<file path="src/pmc_defs.vh">
// What this block does
// power capability header low byte reads constant 0x01, writes ignored.
// power header next pointer reads fixed 0x60, linking to message interrupt header.
// power capabilities version field bits 2:0 reads constant 010b.
// capabilities bit 3 and bit 5 read zero.
// aux current field bits 8:6 reads constant 001b.
// capabilities bits 9 and 10 read zero, no D1 or D2.
// capabilities bits 15:11 read constant 11001b, wake from D0 and D3.
// power state bits 1:0 reset 00b, read back, written to request state.
// wake output driven only while control/status bit 8 is set.
// wake status bit 15 sets on every wake event, regardless of enable.
// writing one clears wake status, writing zero leaves it.
// wake enable and status live in resume well, cleared by power-on reset only.
// message interrupt header low byte reads constant 0x05.
// message interrupt header next pointer reads zero, ending the list.
// message control bit 0, reset zero, enables message interrupts.
// message control bits 3:1 and 6:4 read zero, single vector.
// message control bit 7 reads one, 64-bit address capable.
// lower address bits 31:2 writable, bits 1:0 read zero.
// upper address at 68h fully writable, reset zero.
// message data at 6Ch, 16 bits writable, reset zero.
// with messages enabled, interrupt becomes memory write, legacy pin stays low.
// power state 00 is D0, 11 is D3hot; D1/D2 writes ignored.
//
// Purpose: constants of the power and message interrupt capability registers
// Assumes: dword-wide configuration access with byte enables
// Notes: offsets are byte addresses in configuration space
`ifndef PMC_DEFS_VH
`define PMC_DEFS_VH

`define PMC_OFS_PWR_HDR 8'h50
`define PMC_OFS_PWR_CAP 8'h52
`define PMC_OFS_PWR_CTL 8'h54
`define PMC_OFS_MSG_HDR 8'h60
`define PMC_OFS_MSG_CTL 8'h62
`define PMC_OFS_MSG_ALO 8'h64
`define PMC_OFS_MSG_AHI 8'h68
`define PMC_OFS_MSG_DAT 8'h6c

`define PMC_PWR_CAP_ID 8'h01
`define PMC_PWR_NEXT 8'h60
`define PMC_PWR_VERSION 3'h2
`define PMC_PWR_AUX_CUR 3'h1
`define PMC_PWR_WAKE_SUP 5'h19
`define PMC_MSG_CAP_ID 8'h05
`define PMC_MSG_NEXT 8'h00

`define PMC_PSTATE_D0 2'h0
`define PMC_PSTATE_D3 2'h3
`define PMC_BIT_WAKE_EN 8
`define PMC_BIT_WAKE_STS 15
`define PMC_BIT_MSG_EN 0
`define PMC_BIT_MSG_64 7

`define PMC_RST_PSTATE 2'h0
`define PMC_RST_ADDR 32'h00000000
`define PMC_RST_DATA 16'h0000

`endif

</file>
<file path="src/pmc_regs.v">
// Purpose: power management and message interrupt capability register bank
// Assumes: one access per request, answered with cfg_ack two cycles after cfg_req
// Notes: wake enable/status and wake_oe run on por_rst, everything else on sys_rst
// Notes: constant fields are wired into the read mux and never stored
// Notes: one posted message per rising interrupt edge, at most one waits
`include "pmc_defs.vh"

module pmc_regs #(
    parameter ADDR_W = 8
) (
    input wire ref_clk,
    input wire sys_rst,
    input wire por_rst,
    input wire cfg_req,
    input wire cfg_we,
    input wire [ADDR_W-1:0] cfg_addr,
    input wire [3:0] cfg_be,
    input wire [31:0] cfg_wdata,
    output reg [31:0] cfg_rdata,
    output reg cfg_ack,
    input wire wake_event,
    output reg wake_oe,
    input wire irq_level,
    output reg intx_out,
    output reg msg_wr_valid,
    input wire msg_wr_ready,
    output reg [63:0] msg_wr_addr,
    output reg [15:0] msg_wr_data,
    output reg [1:0] power_state
);

    // byte-lane merge, used by every writable dword
    function [31:0] pmc_merge;
        input [31:0] old_val;
        input [31:0] new_val;
        input [3:0] be;
        integer i;
        begin
            pmc_merge = old_val;
            for (i = 0; i < 4; i = i + 1) begin
                if (be[i]) begin
                    pmc_merge[8*i +: 8] = new_val[8*i +: 8];
                end
            end
        end
    endfunction

    reg req_q_reg;
    reg we_q_reg;
    reg [ADDR_W-1:0] addr_q_reg;
    reg [3:0] be_q_reg;
    reg [31:0] wdata_q_reg;
    reg wake_en_reg;
    reg wake_sts_reg;
    reg msg_en_reg;
    reg [29:0] addr_lo_reg;
    reg [31:0] addr_hi_reg;
    reg [15:0] data_reg;
    reg irq_q_reg;
    reg msg_pend_reg;
    reg [31:0] rd_next;
    reg [31:0] wr_merged;
    reg [1:0] ps_req;
    wire [ADDR_W-1:0] dw_addr;
    wire wr_stb;
    wire irq_rise;
    // power control dword strobes, shared by both reset domains
    wire hit_pwr_ctl;
    wire wr_ctl_lo;
    wire wr_ctl_hi;
    // resume-well clear request
    wire wake_clr;
    // power state request check
    wire ps_legal;
    // message delivery helpers
    wire msg_queue;
    wire msg_start;
    wire [63:0] msg_addr_now;

    // only the dword address counts; byte lanes pick the half
    assign dw_addr = {addr_q_reg[ADDR_W-1:2], 2'b00};
    assign wr_stb = req_q_reg & we_q_reg;
    assign irq_rise = irq_level & ~irq_q_reg;

    // the power control dword feeds flops of two reset domains
    assign hit_pwr_ctl = (dw_addr == `PMC_OFS_PWR_CTL);
    assign wr_ctl_lo = wr_stb & hit_pwr_ctl & be_q_reg[0];
    assign wr_ctl_hi = wr_stb & hit_pwr_ctl & be_q_reg[1];
    // write one to clear; a zero in bit 15 leaves the status alone
    assign wake_clr = wr_ctl_hi & wdata_q_reg[`PMC_BIT_WAKE_STS];
    // d1 and d2 are not built, so only d0 and d3hot are taken
    assign ps_legal = (ps_req == `PMC_PSTATE_D0) | (ps_req == `PMC_PSTATE_D3);

    // an edge meeting a message in flight, even one accepted this cycle,
    // is parked so that it goes out next instead of being lost
    assign msg_queue = msg_wr_valid & irq_rise & msg_en_reg;
    assign msg_start = ~msg_wr_valid & msg_en_reg & (irq_rise | msg_pend_reg);
    // message target keeps the low address bits at zero
    assign msg_addr_now = {addr_hi_reg, addr_lo_reg, 2'b00};

    // access timing, seen from the bus:
    //   cycle 0: request, direction, address, lanes and data presented
    //   cycle 1: request held in flops; decode and byte merge settle
    //   cycle 2: acknowledge pulse; read data registered, writes landed
    // a request every cycle is fine, the pipeline never stalls
    // trade-off: one cycle of latency buys a decode path fed only by flops
    // capture the request so decode works from flops
    always @(posedge ref_clk or posedge sys_rst) begin
        if (sys_rst) begin
            req_q_reg <= 1'b0;
            we_q_reg <= 1'b0;
            addr_q_reg <= {ADDR_W{1'b0}};
            be_q_reg <= 4'h0;
            wdata_q_reg <= 32'h00000000;
        end else begin
            req_q_reg <= cfg_req;
            if (cfg_req) begin
                we_q_reg <= cfg_we;
                addr_q_reg <= cfg_addr;
                be_q_reg <= cfg_be;
                wdata_q_reg <= cfg_wdata;
            end
        end
    end

    // dwords served here:
    //   50h  [15:0] power header, [31:16] power capabilities, all wired
    //   54h  [1:0] power state, [8] wake enable, [15] wake status
    //   60h  [15:0] message header, [31:16] message control
    //   64h  [31:2] lower message address, [1:0] zero
    //   68h  upper message address
    //   6ch  [15:0] message data, [31:16] zero
    // every other dword reads zero and drops writes
    // read mux; constants are wired, never stored
    always @* begin
        rd_next = 32'h00000000;
        wr_merged = 32'h00000000;
        ps_req = 2'h0;
        case (dw_addr)
            `PMC_OFS_PWR_HDR: begin
                rd_next[7:0] = `PMC_PWR_CAP_ID;
                rd_next[15:8] = `PMC_PWR_NEXT;
                rd_next[18:16] = `PMC_PWR_VERSION;
                rd_next[19] = 1'b0;
                rd_next[21] = 1'b0;
                rd_next[24:22] = `PMC_PWR_AUX_CUR;
                rd_next[26:25] = 2'b00;
                rd_next[31:27] = `PMC_PWR_WAKE_SUP;
            end
            `PMC_OFS_PWR_CTL: begin
                rd_next[1:0] = power_state;
                rd_next[`PMC_BIT_WAKE_EN] = wake_en_reg;
                rd_next[`PMC_BIT_WAKE_STS] = wake_sts_reg;
            end
            `PMC_OFS_MSG_HDR: begin
                rd_next[7:0] = `PMC_MSG_CAP_ID;
                rd_next[15:8] = `PMC_MSG_NEXT;
                rd_next[16 + `PMC_BIT_MSG_EN] = msg_en_reg;
                rd_next[22:17] = 6'h00;
                rd_next[16 + `PMC_BIT_MSG_64] = 1'b1;
            end
            `PMC_OFS_MSG_ALO: begin
                rd_next = {addr_lo_reg, 2'b00};
            end
            `PMC_OFS_MSG_AHI: begin
                rd_next = addr_hi_reg;
            end
            `PMC_OFS_MSG_DAT: begin
                rd_next = {16'h0000, data_reg};
            end
            default: begin
                rd_next = 32'h00000000; // unmapped reads zero
            end
        endcase
        wr_merged = pmc_merge(rd_next, wdata_q_reg, be_q_reg);
        ps_req = wr_merged[1:0];
    end

    // answer one cycle after capture
    always @(posedge ref_clk or posedge sys_rst) begin
        if (sys_rst) begin
            cfg_ack <= 1'b0;
            cfg_rdata <= 32'h00000000;
        end else begin
            cfg_ack <= req_q_reg;
            if (req_q_reg & ~we_q_reg) begin
                cfg_rdata <= rd_next;
            end
        end
    end

    // function-reset registers
    always @(posedge ref_clk or posedge sys_rst) begin
        if (sys_rst) begin
            power_state <= `PMC_RST_PSTATE;
            msg_en_reg <= 1'b0;
            addr_lo_reg <= 30'h00000000;
            addr_hi_reg <= `PMC_RST_ADDR;
            data_reg <= `PMC_RST_DATA;
        end else if (wr_stb) begin
            case (dw_addr)
                `PMC_OFS_PWR_CTL: begin
                    // d1/d2 unsupported, so such writes keep the old state
                    if (wr_ctl_lo && ps_legal) begin
                        power_state <= ps_req;
                    end
                end
                `PMC_OFS_MSG_HDR: begin
                    msg_en_reg <= wr_merged[16 + `PMC_BIT_MSG_EN];
                end
                `PMC_OFS_MSG_ALO: begin
                    addr_lo_reg <= wr_merged[31:2];
                end
                `PMC_OFS_MSG_AHI: begin
                    addr_hi_reg <= wr_merged;
                end
                `PMC_OFS_MSG_DAT: begin
                    data_reg <= wr_merged[15:0];
                end
                default: begin
                    data_reg <= data_reg;
                end
            endcase
        end
    end

    // resume-well bits: survive sys_rst, only por_rst clears them
    always @(posedge ref_clk or posedge por_rst) begin
        if (por_rst) begin
            wake_en_reg <= 1'b0;
            wake_sts_reg <= 1'b0;
        end else begin
            if (wr_ctl_hi) begin
                wake_en_reg <= wdata_q_reg[`PMC_BIT_WAKE_EN];
            end
            // a new event wins over a same-cycle clear
            if (wake_event) begin
                wake_sts_reg <= 1'b1;
            end else if (wake_clr) begin
                wake_sts_reg <= 1'b0;
            end
        end
    end

    // wake pin pulls low only when enabled; on the resume well too
    always @(posedge ref_clk or posedge por_rst) begin
        if (por_rst) begin
            wake_oe <= 1'b0;
        end else begin
            wake_oe <= wake_event & wake_en_reg;
        end
    end

    // interrupt delivery: legacy level or one posted message per rising edge
    always @(posedge ref_clk or posedge sys_rst) begin
        if (sys_rst) begin
            irq_q_reg <= 1'b0;
            intx_out <= 1'b0;
            msg_pend_reg <= 1'b0;
            msg_wr_valid <= 1'b0;
            msg_wr_addr <= 64'h0000000000000000;
            msg_wr_data <= 16'h0000;
        end else begin
            irq_q_reg <= irq_level;
            intx_out <= irq_level & ~msg_en_reg;
            // an edge during a busy message is remembered, not dropped
            // limitation: further edges while one already waits are merged
            if (msg_queue) begin
                msg_pend_reg <= 1'b1;
            end else if (~msg_wr_valid & msg_pend_reg) begin
                msg_pend_reg <= 1'b0;
            end
            if (msg_wr_valid) begin
                if (msg_wr_ready) begin
                    msg_wr_valid <= 1'b0;
                end
            end else if (msg_start) begin
                msg_wr_valid <= 1'b1;
                msg_wr_addr <= msg_addr_now;
                msg_wr_data <= data_reg;
            end
        end
    end

endmodule

</file>
<file path="config.mk">
export PLATFORM = sky130hd
export DESIGN_NAME = pmc_regs
export DESIGN_NICKNAME = d
export VERILOG_FILES = /design/src/pmc_regs.v
export VERILOG_INCLUDE_DIRS = /design/src
export SDC_FILE = /design/constraint.sdc
export NUM_CORES = 1
export LEC_CHECK = 0
export ABC_AREA = 0
export BUFFER_PORTS_ARGS = -buffer_cell sky130_fd_sc_hd__buf_4
export CAP_MARGIN = 5
export CORE_MARGIN = 2
export CORE_UTILIZATION = 46
export CTS_BUF_LIST = sky130_fd_sc_hd__clkbuf_4 sky130_fd_sc_hd__clkbuf_8
export CTS_CLUSTER_SIZE = 30
export DETAILED_ROUTE_END_ITERATION = 16
export PLACE_DENSITY = 0.67
export SETUP_SLACK_MARGIN = 0.05
export SLEW_MARGIN = 20
export SYNTH_ARGS = -nofsm -noshare
export SYNTH_HDL_FRONTEND = slang
export SYNTH_SLANG_ARGS = --single-unit
</file>
<file path="constraint.sdc">
create_clock -name ref_clk -period 19.4 [get_ports ref_clk]
set_input_delay 2.91 -clock ref_clk [delete_from_list [all_inputs] [get_ports ref_clk]]
set_output_delay 2.91 -clock ref_clk [all_outputs]
set_load 0.005 [all_outputs]
</file>
Yosys cells after proc, flatten, opt, wreduce, memory -nomap -nowiden
Cells that the tools add are included.
- equality and inequality tests: 7
- mux-type cells: 20
- bitwise operators: 20
- reduce and logical (&&, ||, !) cells: 11
- operator list (cell ; number):
    case mux 6 bit (4 select lines) ; 2
    equality test 6 x 5 -> 1 bit (second input constant) ; 6
    two-way mux 8 bit ; 4
    case mux 8 bit (3 select lines) ; 1
    case mux 4 bit (4 select lines) ; 1
    AND 1 bit ; 14
    case mux 3 bit (4 select lines) ; 1
    AND reduction 2 bit ; 5
    case mux 1 bit (4 select lines) ; 2
    case mux 2 bit (4 select lines) ; 1
    two-way mux 1 bit ; 7
    NOT 1 bit ; 4
    nonzero test 2 bit ; 2
    AND reduction 3 bit ; 1
    equality test 2 bit (second input constant) ; 1
    logical NOT 2 bit ; 1
    bitwise OR 1 bit ; 2
    case mux 1 bit (2 select lines) ; 1
    OR reduction 2 bit ; 1
    logical AND 1 bit ; 1
- flip-flop bits (word level): 245
- input port bits: 52

Longest topological paths before layout
Gate-level depths: netlist of run 1.
- word-level depth: 8
- mapped depth: 7
- mapped depth without buffers: 4

Worst setup path after synthesis of run 1
Ideal clock, no wire load.
- kind: input port to flip-flop
- from: in irq_level
- to: reg msg_wr_addr[10]
- setup time: 0.125 ns
- arrival time: 4.017 ns
- data required time: 19.275 ns
- setup slack: 15.258 ns
- cell stages on the path: 4
- buffers on the path: 1
- path through: nor2b_1 -> o211ai_1 -> buf_2 -> mux2_2
- longest elaborated chain between the ends: 4
- RTL lines (what ; RTL line ; RTL):
    start: declaration ; pmc_regs.v:23 ; input wire irq_level,
    AND 1 bit ; pmc_regs.v:83 ; assign irq_rise = irq_level & ~irq_q_reg;
    bitwise OR 1 bit ; pmc_regs.v:97 ; assign msg_start = ~msg_wr_valid & msg_en_reg & (irq_rise | msg_pend_reg);
    AND 1 bit ; pmc_regs.v:97 ;
    AND reduction 2 bit (no line) ; n/a ;
    end signal: assignment ; pmc_regs.v:279 ; msg_wr_addr <= msg_addr_now;
    end: declaration ; pmc_regs.v:27 ; output reg [63:0] msg_wr_addr,
Every way passes these cells.
A chain may end at the register's enable or synchronous reset.

==> impl_metrics.tcl, run 1 <==
set metrics [dict create \
    clock_path_buffers 3 \
    max_freq_ghz 0.218 \
    crit_path_cell_trace "buf_4 -> inv_8 -> buf_4 -> buf_4" \
    drtIter0Drc 333 \
    min_period_over_period 0.237 \
    cts_setup_buffers 0 \
    top_layer_used "met4" \
    globalRouteOverflowTotal 0 \
    wl_met2_um 11300 \
    finalWorstSetupSlack_ps 14810 \
    drive_gt1_frac 0.387 \
    relSlewSlack 0.269 \
    cts-root-buf "clkbuf_8" \
    layout.cells.most_common "dfrtp_1" \
    fp-row-count 53 \
    core_area_um2 21200 \
    cts_tree "done" \
    syn2layout_area_growth_pct 22.7 \
    wl_per_cell_um 19.3 \
    crit_slowest_cell "buf_4" \
    synth_top_area_cell "dfrtp_1" \
    design_area_um2 12200 \
    cts_resized 0 \
    antenna_left 0 \
    ys.flop_type "dfrtp_1" \
    placed_cells 1193 \
    grt_max_degree 114 \
    top_register "msg_wr_addr" \
    synthDistinctLibCells 46 \
    finalHoldViolCount 0 \
    synth-seq-area-share 0.611 \
    status "finished, final reports clean" \
    finalWeightedCongestion 0.829 \
    async_flop_share 1.00 \
    worstSetupEndpointType "async pin" \
    dr_total_vias 6955 \
    worstSetupPathType "in -> async" \
    clk_pin_slew_ps 60 \
    crit_path_start_kind "input port" \
    rsz0062_at_grt "no" \
    finalCriticalPeriod_ps 4590 \
    drtPass1Iterations 5 \
    final_core_util 0.577 \
    grt_pass1_wl_um 38500 \
    worstSetupStartpoint "sys_rst" \
    syn_area_um2 9950 \
    grt_pass1_vias 6951 \
    initial_core_util 0.470 \
    cp_max_fo 113 \
    leakagePower_nw 5.94 \
    dp_hpwl_um 15800 \
    powerDensity_nw_per_um2 95.9 \
    port_buffers 165 \
    cp.required_ps 19960 \
    clk_latency_ps 520 \
    hp-class "reg -> reg" \
    fin_tns_setup_ps 0 \
    layout_common_cells "243 x dfrtp_1, 177 x buf_4, 128 x mux2_2" \
    setup_viol 0 \
    layout.cells.non_filler 1263 \
    dieArea_um2 22800 \
    synth_top_area_frac 0.611 \
    syn_area_per_cell_um2 12.6 \
    maxCapViolations 0 \
    die_h_um 151 \
    final.setup_skew_ps 18.6 \
    min_from "req_q_reg$_DFF_PP0_" \
    fp.dieW_um 151 \
    final_nets 1013 \
    wl_met3_um 1280 \
    cts_sinks 243 \
    io_pins 170 \
    slowest_delay_ps 790 \
    synth-edff-count 0 \
    timing.rr.start "addr_q_reg[4]$_DFFE_PP0P_" \
    grt_use_total 0.220 \
    drc 0 \
    numCtsBuffers 40 \
    grt_antenna_before_repair 1 \
    ys_ff_latch 243 \
    wl_met1_um 11300 \
    drt-total-wl_um 24300 \
    viasPerCell 5.51 \
    largest_register_ffs 62 \
    cpMostUsedCell "buf_4" \
    ys.warnings.count 0 \
    hold_buffers 0 \
    drv_slew 0 \
    dpl-instance-area_um2 11400 \
    synth_area_leaders "dfrtp_1 61%, mux2_2 14%, nand2_1 2.4%" \
    ir_drop_mv 0.0425 \
    worst_slew_pin_slew_ps 1090 \
    arrival_ps 5150 \
    synthCells 792 \
    htreeDepth 2 \
    place_ws_ps 14070 \
]
## cell type report
| cell class | instances | area, um2 |
|---|---|---|
| timing repair buffer | 178 | 1340 |
| multi-input combinational | 490 | 3620 |
| inverter | 8 | 37.5 |
| clock inverter | 6 | 35.0 |
| antenna | 1 | 2.50 |
| clock buffer | 62 | 753 |
| sequential | 243 | 6080 |
| tap | 275 | 344 |
| fill | 1801 | 8940 |
## per-stage QoR
| stage | total power [mW] | hold WS [ps] |
|---|---|---|
| after detailed placement | 0.743 | 446 |
| after floorplan | 0.678 | 401 |
| after global routing | 1.23 | 492 |
| final | 1.17 | 460 |
| after global placement | 0.738 | 446 |
| after CTS | 1.19 | 458 |
## Yosys cell counts (11+ instances only)
cell       count
o2bb2ai_1     12
o21ai_0       31
mux2i_1       16
a221oi_1      27
nor2_1        58
o31ai_1       25
buf_2         24
mux2_2       128
nand2_1       64
dfrtp_1      243
a21oi_1       33
a22oi_1       11
nor2b_1       17
clkbuf_1      22
## where the power goes
part	switching [mW]	total [mW]	internal, mW
Clock	0.192	0.438	0.246
Sequential	0.0425	0.598	0.555
Combinational	0.0654	0.135	0.0695
Total	0.300	1.17	0.871
## worst paths after layout
check / slack [ps] / cells after the start / endpoint
setup / recovery: 14810 / 4 / cfg_rdata[25]$_DFFE_PP0P_
hold / removal: 460 / 0 / cfg_ack$_DFF_PP0_
setup reg to reg: 16220 / 4 / addr_hi_reg[20]$_DFFE_PP0P_
hold reg to reg: 460 / 0 / cfg_ack$_DFF_PP0_
max in group ref_clk: 14930 / 6 / msg_wr_addr[57]$_DFFE_PP0P_
min in group asynchronous: 2270 / 2 / wake_sts_reg$_DFFE_PP0P_
## cell families after synthesis
family | after synthesis | synth area share
flip-flops | 243 | 0.611
AND/OR/NAND/NOR | 178 | 0.0841
AO/OA/AOI/OAI | 163 | 0.113
multiplexers | 147 | 0.164
buffers and inverters | 60 | 0.0268
other | 1 | 0.000377
## worst max-delay path, delay by kind of cell
family	cells	cell delay, ps
buffers and inverters	4	2130
## per-layer routing
layer / track usage / vias up
li1: - / 3196
met5: 0 / -
met4: 0.0678 / 0
met2: 0.333 / 221
met1: 0.325 / 3505
met3: 0.0401 / 33
Note: power is estimated with default switching activity, not from simulation.
==> run 2, diff against run 1 <==
- clock period: 19.4 -> 4.63 ns (I/O delays scaled with it)
==> impl_metrics.tcl, run 2 (same netlist as run 1, synthesis figures left out) <==
set metrics [dict create \
    dieArea_um2 22800 \
    grt_max_degree 131 \
    place_ws_ps 1990 \
    ir_drop_mv 0.179 \
    relSlewSlack 0.269 \
    drt-total-wl_um 24600 \
    worstSetupPathType "reg -> reg" \
    die_h_um 151 \
    hold_buffers 0 \
    dr_total_vias 6953 \
    grt_pass1_vias 6802 \
    layout_common_cells "243 x dfrtp_1, 177 x buf_4, 128 x mux2_2" \
    n_antenna_cell 0 \
    grt_antenna_before_repair 0 \
    min_period_over_period 0.569 \
    finalHoldViolCount 0 \
    port_buffers 165 \
    leakagePower_nw 6.00 \
    final_nets 1016 \
    worst_slew_pin_slew_ps 1090 \
    fp-row-count 53 \
    cts-root-buf "clkbuf_8" \
    core_area_um2 21200 \
    grt_use_total 0.221 \
    worstSetupEndpointType "flop" \
    drc 0 \
    crit_buf_inv 1 \
    dp_hpwl_um 15700 \
    largest_register_ffs 62 \
    cts_resized 0 \
    rsz0062_at_grt "no" \
    design_area_um2 12300 \
    max_freq_ghz 0.379 \
    setup_viol 0 \
    maxCapViolations 0 \
    fin_tns_setup_ps 0 \
    clk_latency_ps 530 \
    cts_setup_buffers 0 \
    finalWeightedCongestion 0.801 \
    finalWorstSetupSlack_ps 1990 \
    clock_path_buffers 3 \
    cts_tree "done" \
    crit_path_cell_trace "buf_4 -> nand2b_1 -> nor2_2 -> a221oi_1 -> o31ai_1" \
    grt_pass1_wl_um 38700 \
    top_register "msg_wr_addr" \
    arrival_ps 3050 \
    final_core_util 0.582 \
    cts_sinks 243 \
    drv_slew 0 \
    crit_path_start_kind "flop" \
    clk_pin_slew_ps 60 \
    worstSetupStartpoint "addr_q_reg[2]$_DFFE_PP0P_" \
    crit_family "simple AND/OR/NAND/NOR gates" \
    drive_gt1_frac 0.390 \
    finalCriticalPeriod_ps 2640 \
    layout.cells.most_common "dfrtp_1" \
    syn2layout_area_growth_pct 23.8 \
    antenna_left 0 \
    drtPass1Iterations 5 \
    wl_per_cell_um 19.4 \
    dpl-instance-area_um2 11400 \
    timing.rr.start "addr_q_reg[2]$_DFFE_PP0P_" \
    powerDensity_nw_per_um2 411 \
    status "finished, final reports clean" \
    globalRouteOverflowTotal 0 \
    crit_slowest_cell "nor2_2" \
    fp.dieW_um 151 \
    htreeDepth 2 \
    finalPower_mw 5.06 \
    io_pins 170 \
    cp_max_fo 31 \
    cp.required_ps 5040 \
    final.setup_skew_ps 16.6 \
    initial_core_util 0.470 \
    numCtsBuffers 42 \
    fillers 1800 \
    drtIter0Drc 354 \
    viasPerCell 5.49 \
    slowest_delay_ps 880 \
    hp-class "in -> async" \
]
run 2: changes by cell type in the layout (fill, tap and decap cells not counted), sizes merged:
cell      previous run  this run
buf                178       179
diode                1         0
clkbuf              62        69
clkinv               4         3
inv                  8         7
clkinvlp             2         1
run 2: where the power goes:
group / leakage, nW / switching (mW) / total, mW / internal (mW)
clock network: 0.472 / 0.819 / 1.99 / 1.17
registers: 3.22 / 0.174 / 2.50 / 2.33
logic: 2.31 / 0.280 / 0.574 / 0.293
run 2: routing by layer:
| metal | wire length (um) | global-route usage | part of all wire |
|---|---|---|---|
| met1 | 11600 | 0.330 | 0.47 |
| met2 | 11300 | 0.335 | 0.46 |
| met3 | 1300 | 0.0364 | 0.053 |
| met4 | 399 | 0.0612 | 0.016 |
| met5 | 0 | 0 | 0 |
run 2: worst paths after layout:
path                            cells after the start  slack [ps]                     endpoint
worst max-delay path                                5        1990  addr_lo_reg[19]$_DFFE_PP0P_
worst min-delay path                                2          60            wake_oe$_DFF_PP0_
worst min register to register                      0         460            cfg_ack$_DFF_PP0_
max in group asynchronous                           3        3460  msg_wr_addr[14]$_DFFE_PP0P_
worst max register to register                      5        1990  addr_lo_reg[19]$_DFFE_PP0P_
min in group ref_clk                                1         290          irq_q_reg$_DFF_PP0_
run 2: metrics by stage:
stage / hold slack, ps / cells
6_report: 58.1 / 1267
5_1_grt: 40.2 / 1267
4_1_cts: 23.9 / 1267
3_5_place_dp: 440 / 1195
3_3_place_gp: 429 / 1195
2_1_floorplan: 401 / 793
run 2: layout make-up:
class	count	area, um2	area share
Tap cell	275	344	0.0279
Inverter	8	33.8	0.00274
Clock buffer	69	862	0.0700
Sequential cell	243	6080	0.494
Timing Repair Buffer	179	1360	0.110
Multi-Input combinational cell	490	3620	0.294
Clock inverter	3	15.0	0.00122
run 2: worst register-to-register path: stages (launching register included):
cell and delay [ps]:
dfrtp_1 350, buf_4 430, nand2b_1 280, nor2_2 880, a221oi_1 280, o31ai_1 310
